$ cat config.mk
export PLATFORM = sky130hd
export DESIGN_NAME = fps_power_sequencer
export DESIGN_NICKNAME = d
export VERILOG_FILES = /design/src/fps_pkg.sv /design/src/fps_power_sequencer.sv
export VERILOG_INCLUDE_DIRS = /design/src
export SDC_FILE = /design/constraint.sdc
export NUM_CORES = 1
export LEC_CHECK = 0
export ABC_AREA = 0
export BUFFER_PORTS_ARGS = -buffer_cell sky130_fd_sc_hd__buf_2
export CAP_MARGIN = 20
export CORE_MARGIN = 2
export CORE_UTILIZATION = 30
export CTS_BUF_LIST = sky130_fd_sc_hd__clkbuf_8
export DETAILED_ROUTE_END_ITERATION = 8
export MAX_ROUTING_LAYER = met4
export PLACE_DENSITY = 0.49
export SKIP_LAST_GASP = 1
export SLEW_MARGIN = 5
export SYNTH_ARGS = -nofsm -noshare
export SYNTH_HDL_FRONTEND = slang
export SYNTH_SLANG_ARGS = --single-unit
$ cat constraint.sdc
create_clock -name clk -period 2.5 [get_ports clk]
set_input_delay 0.625 -clock clk [delete_from_list [all_inputs] [get_ports clk]]
set_output_delay 0.625 -clock clk [all_outputs]
set_load 0.05 [all_outputs]
$ cat src/fps_regs.svh
`ifndef FPS_REGS_SVH
`define FPS_REGS_SVH
// power-up timing, in nanoseconds, and clock period
`define FPS_CLK_PERIOD_NS     40
`define FPS_READ_DELAY_NS     70000
`define FPS_PROG_DELAY_NS     3000000
// read delay is a least time: round up
`define FPS_READ_DELAY_CYC    ((`FPS_READ_DELAY_NS + `FPS_CLK_PERIOD_NS - 1) / `FPS_CLK_PERIOD_NS)
// program delay is a longest time: round down
`define FPS_PROG_DELAY_CYC    (`FPS_PROG_DELAY_NS / `FPS_CLK_PERIOD_NS)
// address legend for the 264-byte page layout
`define FPS_ADDR_BITS         24
`define FPS_DUMMY_TOP_BITS    3
`define FPS_PAGE_BITS         12
`define FPS_BYTE_BITS         9
`define FPS_CNT_WIDTH         24
`endif

$ cat src/fps_pkg.sv
package fps_pkg;
   typedef enum logic [3:0] {
      FPS_RESET   = 4'h1,
      FPS_WAIT    = 4'h2,
      FPS_STANDBY = 4'h4,
      FPS_ACTIVE  = 4'h8
   } fps_state_type;
   typedef enum logic [1:0] {
      FPS_DUMMY = 2'h0,
      FPS_PAGE  = 2'h1,
      FPS_BYTE  = 2'h2
   } fps_field_type;
   typedef enum logic {
      FPS_MODE0 = 1'b0,
      FPS_MODE3 = 1'b1
   } fps_spi_mode_type;
endpackage : fps_pkg

$ cat src/fps_power_sequencer.sv
`timescale 1ns/1ps
`include "fps_regs.svh"
module fps_power_sequencer #(
   parameter int READ_DELAY_CYC = `FPS_READ_DELAY_CYC,
   parameter int PROG_DELAY_CYC = `FPS_PROG_DELAY_CYC
) (
   // clock and reset
   input  wire logic                   clk,
   input  wire logic                   arst_n,
   input  wire logic                   clk_en,
   // serial pins
   input  wire logic                   chip_select_n,
   input  wire logic                   sck,
   input  wire logic                   data_drive_req,
   input  wire logic                   data_drive_bit,
   output logic                        so_out,
   output logic                        so_oe,
   // address bit classification
   input  wire logic [4:0]             addr_bit_index,
   output fps_pkg::fps_field_type      addr_field,
   // sequencer status
   output fps_pkg::fps_state_type      state,
   output logic                        read_allowed,
   output logic                        prog_allowed,
   output logic                        cmd_accept,
   output fps_pkg::fps_spi_mode_type   spi_mode,
   output logic                        select_fall
);
   //------------------------------------------------------------------
   // pin synchronisers
   //------------------------------------------------------------------
   logic [2:0] cs_sync;
   logic [2:0] sck_sync;
   logic       cs_level;
   logic       sck_level;
   always_ff @(posedge clk or negedge arst_n) begin
      if (!arst_n) begin
         cs_sync  <= 3'h7;
         sck_sync <= 3'h0;
      end else if (clk_en) begin
         cs_sync  <= {cs_sync[1:0], chip_select_n};
         sck_sync <= {sck_sync[1:0], sck};
      end
   end
   // accepted levels change only when stages two and three agree
   always_ff @(posedge clk or negedge arst_n) begin
      if (!arst_n) begin
         cs_level  <= 1'b1;
         sck_level <= 1'b0;
      end else if (clk_en) begin
         if (cs_sync[1] == cs_sync[2]) cs_level <= cs_sync[2];
         if (sck_sync[1] == sck_sync[2]) sck_level <= sck_sync[2];
      end
   end
   logic cs_prev;
   logic cs_fall;
   always_ff @(posedge clk or negedge arst_n) begin
      if (!arst_n) cs_prev <= 1'b1;
      else if (clk_en) cs_prev <= cs_level;
   end
   assign cs_fall = cs_prev && !cs_level;
   //------------------------------------------------------------------
   // select arming
   //------------------------------------------------------------------
   // the synchroniser resets to the idle high level, so a select already
   // low at reset release would look like a fall; only a high level that
   // really came through the pin after release may arm the detector
   logic live;
   always_ff @(posedge clk or negedge arst_n) begin
      if (!arst_n) live <= 1'b0;
      else if (clk_en) live <= 1'b1;
   end
   //------------------------------------------------------------------
   // power-up delay counters
   //------------------------------------------------------------------
   logic [`FPS_CNT_WIDTH-1:0] read_cnt;
   logic [`FPS_CNT_WIDTH-1:0] prog_cnt;
   logic                      read_done;
   logic                      prog_done;
   assign read_done = (read_cnt >= READ_DELAY_CYC[`FPS_CNT_WIDTH-1:0]);
   assign prog_done = (prog_cnt >= PROG_DELAY_CYC[`FPS_CNT_WIDTH-1:0]);
   always_ff @(posedge clk or negedge arst_n) begin
      if (!arst_n) begin
         read_cnt <= '0;
         prog_cnt <= '0;
      end else if (clk_en) begin
         if (!read_done) read_cnt <= read_cnt + 1'b1;
         if (!prog_done) prog_cnt <= prog_cnt + 1'b1;
      end
   end
   //------------------------------------------------------------------
   // state machine
   //------------------------------------------------------------------
   fps_pkg::fps_state_type next_state;
   always_comb begin
      next_state = state;
      unique case (state)
         fps_pkg::FPS_RESET:   next_state = fps_pkg::FPS_WAIT;
         fps_pkg::FPS_WAIT: begin
            if (prog_done) begin
               next_state = cs_level ? fps_pkg::FPS_STANDBY
                                     : fps_pkg::FPS_ACTIVE;
            end
         end
         fps_pkg::FPS_STANDBY: if (!cs_level) next_state = fps_pkg::FPS_ACTIVE;
         fps_pkg::FPS_ACTIVE:  if (cs_level) next_state = fps_pkg::FPS_STANDBY;
         default:              next_state = fps_pkg::FPS_RESET;
      endcase
   end
   always_ff @(posedge clk or negedge arst_n) begin
      if (!arst_n) state <= fps_pkg::FPS_RESET;
      else if (clk_en) state <= next_state;
   end
   //------------------------------------------------------------------
   // transaction gating
   //------------------------------------------------------------------
   logic armed;
   always_ff @(posedge clk or negedge arst_n) begin
      if (!arst_n) begin
         armed        <= 1'b0;
         cmd_accept   <= 1'b0;
         spi_mode     <= fps_pkg::FPS_MODE0;
         select_fall  <= 1'b0;
         read_allowed <= 1'b0;
         prog_allowed <= 1'b0;
      end else if (clk_en) begin
         select_fall  <= cs_fall;
         read_allowed <= read_done;
         prog_allowed <= prog_done && (state != fps_pkg::FPS_RESET);
         if (live && (&cs_sync) && cs_level) armed <= 1'b1;
         if (cs_fall && armed && state != fps_pkg::FPS_RESET) begin
            cmd_accept <= 1'b1;
            spi_mode   <= fps_pkg::fps_spi_mode_type'(sck_level);
         end else if (cs_level) begin
            cmd_accept <= 1'b0;
         end
      end
   end
   //------------------------------------------------------------------
   // serial output driver
   //------------------------------------------------------------------
   always_ff @(posedge clk or negedge arst_n) begin
      if (!arst_n) begin
         so_oe  <= 1'b0;
         so_out <= 1'b0;
      end else if (clk_en) begin
         so_oe  <= cmd_accept && !cs_level && data_drive_req;
         so_out <= data_drive_bit;
      end
   end
   //------------------------------------------------------------------
   // address bit legend
   //------------------------------------------------------------------
   function automatic fps_pkg::fps_field_type classify(input logic [4:0] idx);
      if (idx < `FPS_DUMMY_TOP_BITS)
         classify = fps_pkg::FPS_DUMMY;
      else if (idx < `FPS_DUMMY_TOP_BITS + `FPS_PAGE_BITS)
         classify = fps_pkg::FPS_PAGE;
      else if (idx < `FPS_ADDR_BITS)
         classify = fps_pkg::FPS_BYTE;
      else
         classify = fps_pkg::FPS_DUMMY;
   endfunction : classify
   always_ff @(posedge clk or negedge arst_n) begin
      if (!arst_n) addr_field <= fps_pkg::FPS_DUMMY;
      else if (clk_en) addr_field <= classify(addr_bit_index);
   end
endmodule : fps_power_sequencer

==> results of run 1 <==
## Yosys cell counts, types with 3 or more instances
master and n:
dfrtp_1 66, clkbuf_1 26, xnor2_1 23, nor2_1 16, nand4_1 15, nand2_1 14, nand3_1 10, a21oi_1 9
inv_1 9, mux2_2 8, o21ai_0 7, dfstp_2 6, nor3_1 5, nor4_1 5, and3_1 4, ha_1 4
a32o_1 3, a41o_1 3, nand3b_1 3, o31ai_1 3
## layout make-up
class,instances,area share
flip-flops and latches,72,0.511
multi-input cells,164,0.324
clock buffers,11,0.0428
well taps,136,0.0481
clock inverters,5,0.0134
inverters,9,0.00955
repair buffers,30,0.0502
## metrics by stage
stage	utilization	setup WS, ns	hold slack, ns	cells
floorplan	-	0.548	0.329	274
global placement	0.328	0.436	0.359	411
detailed placement	0.328	0.401	0.361	411
CTS	0.347	0.391	0.262	427
global route	0.347	0.273	0.282	427
finish	0.347	0.402	0.254	427
## routing by layer
metal	share of wire	track usage
met5	0	-
met3	0.037	0.0359
met4	0.020	0.0545
met2	0.43	0.166
met1	0.51	0.153
## kinds of logic (layout without fill, tap and decap cells)
logic type	Yosys count	after routing	synth area share
flip-flops	72	72	0.581
multiplexers	10	10	0.0354
buffers and inverters	38	55	0.0502
AND/OR/NAND/NOR	88	88	0.161
XOR/XNOR	25	25	0.0703
AO/OA/AOI/OAI	37	37	0.0856
adder cells (fa/ha/maj)	4	4	0.0161
## worst max-delay path, delay by kind of cell (launching register included)
kind | cells | cell delay (ns)
compound gates | 1 | 0.34
flops | 1 | 0.38
mux | 1 | 0.28
simple gates | 3 | 0.98
## worst paths after layout
check	end	slack [ns]
max in group asynchronous	prog_allowed	1.58
hold reg to reg	prog_cnt[20]	0.37
hold / removal	state[3]	0.25
min in group clk	prog_cnt[20]	0.37
setup reg to reg	prog_cnt[1]	0.40
setup / recovery	prog_cnt[1]	0.40
## report_power, final
part	switching [W]	total [W]	leakage [nW]	internal (W)
Clock	0.000411	0.000915	0.112	0.000505
Combinational	0.000322	0.000550	0.582	0.000228
Sequential	0.000199	0.00156	0.924	0.00136
## registers in the layout, indices dropped and copies added, names as in the netlist
register / flops
so_oe: 1
cs_prev: 1
prog_allowed: 1
cs_level: 1
state: 4
sck_sync: 3
live: 1
armed: 1
cmd_accept: 1
prog_cnt: 24
read_cnt: 24
select_fall: 1
cs_sync: 3
spi_mode: 1
addr_field: 2
sck_level: 1
so_out: 1
read_allowed: 1
==> results.toml, run 1 <==
[power_and_ir_drop]
power.density_nw_per_um2 = 856
p_leak_nw = 1.62
vdd_drop_max_mv = 0.385
finalPower_w = 0.00303

[worst_setup_path]
cp-end-kind = "register"
critical_path_class = "reg2reg"
start_kind = "register"
r2r_start = "prog_cnt[19]"
worstPathMaxFanout = 11
cpPeakStageDelay_ns = 0.56
crit_slowest_cell = "or4_4"
r2r_cells = 5
crit_chain = "or4_4 > nor4_4 > a31o_2 > nand2_1 > mux2_2"
cp_data_required_time_ns = 2.74
crit_path_start = "prog_cnt[19]"
cp.arrival_ns = 2.33

[placed_design]
hpwl_mm = 3.85
io_buffers = 24
place_area_um2 = 3340
gp_congestion = 0.730

[floorplan]
die_h_um = 106
core_um2 = 10200
initial_core_util = 0.306
die_area_um2 = 11200
rows = 37
ioPinCount = 25
die_x_um = 106

[global_routing]
overflow = 0
grt_use_total = 0.117
grt_pass1_wl_mm = 10.0
grt_pass1_vias = 2049
antenna_found_initial = 0
grt_max_degree = 52

[layout]
seqCellArea_um2 = 1810
nets = 302
final_common_cell = "dfrtp_1"
layout_common_cells = "dfrtp_1, buf_2, xnor2_1"
multi_input_area_um2 = 1150
diodes = 0
syn_to_final_growth_pct = 13.6
stdcell_area_um2 = 3540
fill_cells = 1062
layout-drive-gt1-share = 0.237

[clock_network]
cts_made_buffers = 9
numClockSinks = 72
clock_latency_ns = 0.35
holdBufCountCts = 0
cts_max_level = 3
cts_tree = "done"
post_cts_buffers = 0
ctsResizeCount = 0
clk_pin_slew_ns = 0.07
clockBufferDepth = 2
cts_root_buf = "clkbuf_8"

[sta]
fin_setup_tns_ns = 0
fin_skew_ns = 0.00643
post-route-min-period_ns = 2.10
finalSetupViolCount = 0
maxSlewHeadroom = 0.549
rsz0062_at_grt = "false"
worstMarginPinSlew_ns = 0.660
fmax_ghz = 0.477
post-route-period-util = 0.839
finalMaxSlewViolations = 0
hold_viol = 0

[route]
dr.pass1.iters = 4
drt_wl_total_mm = 5.63
vias_per_cell = 4.66
drc = 0
drtIter0Drc = 72
vias = 1991
post_drt_wl_per_cell_um = 13.2
ant_nets = 0

[synthesis]
yosysWarnings = 0
synth_seq_cells = 72
synth_cell_types = 48
avgSynthCellArea_um2 = 11.4
synth_ff_type = "dfrtp_1"
ys_seq_area_frac = 0.581
synth_area_leaders = "dfrtp_1, xnor2_1, dfstp_2"
synthArstFlopShare = 1.00
synth_fp_nets = 290
yosysTopAreaCell = "dfrtp_1"
syn_inst = 274
syn-cell-area_um2 = 3110
synthDominantCellAreaShare = 0.531
synth_edf_count = 0

[worst_hold_path]
hold_path.class = "in2async"

[job]
maxCapViolations = 0

[outcome]
status = "finished clean"
Note: power is estimated with default switching activity, not from simulation.
==> run 2: changes to the inputs <==
==> constraint.sdc (replaced) <==
create_clock -name clk -period 2 [get_ports clk]
set_input_delay 0.5 -clock clk [delete_from_list [all_inputs] [get_ports clk]]
set_output_delay 0.5 -clock clk [all_outputs]
set_load 0.05 [all_outputs]
==> results.toml, run 2 (synthesis results as in run 1) <==
[route]
dr.pass1.iters = 4
ant_nets = 0
drt_wl_total_mm = 5.66
drc = 0
drtIter0Drc = 114
vias_per_cell = 4.66
post_drt_wl_per_cell_um = 12.9
vias = 2044

[worst_hold_path]
hold_path.class = "in2async"

[layout]
seqCellArea_um2 = 1810
final_common_cell = "dfrtp_1"
nets = 314
largestRegisters = "prog_cnt: 24 flops, read_cnt: 24 flops, state: 4 flops"
diodes = 0
multi_input_area_um2 = 1190
stdcell_area_um2 = 3710
layout_common_cells = "dfrtp_1, buf_2, xnor2_1"
syn_to_final_growth_pct = 19.3
layout-drive-gt1-share = 0.281
fill_cells = 1051

[global_routing]
antenna_found_initial = 0
grt_pass1_wl_mm = 9.96
grt_max_degree = 73
grt_use_total = 0.117
grt_pass1_vias = 2082
overflow = 0

[floorplan]
die_h_um = 106
die_area_um2 = 11200
ioPinCount = 25
initial_core_util = 0.306
rows = 37
die_x_um = 106
core_um2 = 10200

[sta]
fin_skew_ns = 0.00927
worstMarginPinSlew_ns = 0.594
rsz0062_at_grt = "true"
fmax_ghz = 0.509
maxSlewHeadroom = 0.603
hold_viol = 0
setup_ws_ns = 0.0336
finalSetupViolCount = 0
post-route-period-util = 0.983
finalMaxSlewViolations = 0
hold_ws_ns = 0.165
post-route-min-period_ns = 1.97

[power_and_ir_drop]
vdd_drop_max_mv = 0.640
power.density_nw_per_um2 = 1070
p_leak_nw = 1.69

[clock_network]
clock_latency_ns = 0.34
cts_tree = "done"
clk_pin_slew_ns = 0.08
cts_root_buf = "clkbuf_8"
cts_made_buffers = 9
clockBufferDepth = 2
numClockSinks = 72
holdBufCountCts = 0
cts_max_level = 3

[worst_setup_path]
start_kind = "register"
crit_family = "simple AND/OR/NAND/NOR gates"
cp_data_required_time_ns = 2.23
critical_path_depth = 6
critical_path_class = "reg2reg"
crit_slowest_cell = "or4_4"
cpPeakStageDelay_ns = 0.58
worstPathMaxFanout = 8
crit_buf_inv = 1
cp-end-kind = "register"
r2r_cells = 6
cp.arrival_ns = 2.20
crit_chain = "or4_4 > nor4_4 > a31o_4 > buf_6 > nand4_1 > xnor2_1"

[placed_design]
place_area_um2 = 3430
hpwl_mm = 3.80
gp_congestion = 0.766
io_buffers = 24
dpl_worst_slack_ns = -0.0966

[job]
maxCapViolations = 0

[outcome]
status = "finished clean"
-- run 2: changes by cell type in the layout (fill, tap and decap cells not counted), moves of 2 or more --
cell | before | now
nand3_1 | 10 | 7
buf_4 | 5 | 14
clkinv_2 | 2 | 0
nand3_2 | 0 | 2
buf_6 | 0 | 2
-- run 2: path summary, 6_finish.rpt --
check | startpoint | to | slack [ns]
max in group asynchronous | arst_n | cs_sync[0] | 1.50
worst max register to register | prog_cnt[19] | prog_cnt[9] | 0.03
min in group clk | prog_cnt[23] | prog_cnt[23] | 0.38
worst min register to register | prog_cnt[23] | prog_cnt[23] | 0.38
worst min-delay path | arst_n | prog_cnt[4] | 0.17
worst max-delay path | prog_cnt[19] | prog_cnt[9] | 0.03
-- run 2: worst reg2reg max path: cells and delay by family (launching register included) --
kind            cells  cell delay (ns)
buf+inv             1             0.12
simple gates        3             0.93
compound gates      1             0.28
flops               1             0.38
xor+xnor            1             0.15
-- run 2: per-stage QoR --
step	std cells	util	total power (W)	setup TNS (ns)
global placement	422	0.337	0.00271	-0.0319
CTS	439	0.361	0.00404	0
finish	439	0.365	0.00396	0
floorplan	274	-	0.00244	0
detailed placement	422	0.337	0.00273	-0.356
global route	439	0.365	0.00422	-0.345
-- run 2: final cells by class --
type / instances / share of cell area
Sequential cell: 72 / 0.487
Clock inverter: 6 / 0.0226
Multi-Input combinational cell: 164 / 0.321
Timing Repair Buffer: 42 / 0.0775
Tap cell: 136 / 0.0458
Inverter: 9 / 0.00909
Clock buffer: 10 / 0.0370
-- run 2: where the power goes --
group          internal, W  total, W  switching (W)
Sequential         0.00170   0.00190       0.000200
Clock             0.000732   0.00127       0.000536
Combinational     0.000328  0.000787       0.000460
-- run 2: repair_timing --
action | CTS | global route
pin swaps | 3 | 3
setup endpoints to repair | 8 | 11
setup buffers | 1 | 0
resized for setup | 3 | 8
-- run 2: per-layer routing --
layer / global-route usage / share of wire
met3: 0.0371 / 0.038
met4: 0.0479 / 0.019
met1: 0.149 / 0.48
met2: 0.173 / 0.46
met5: - / 0
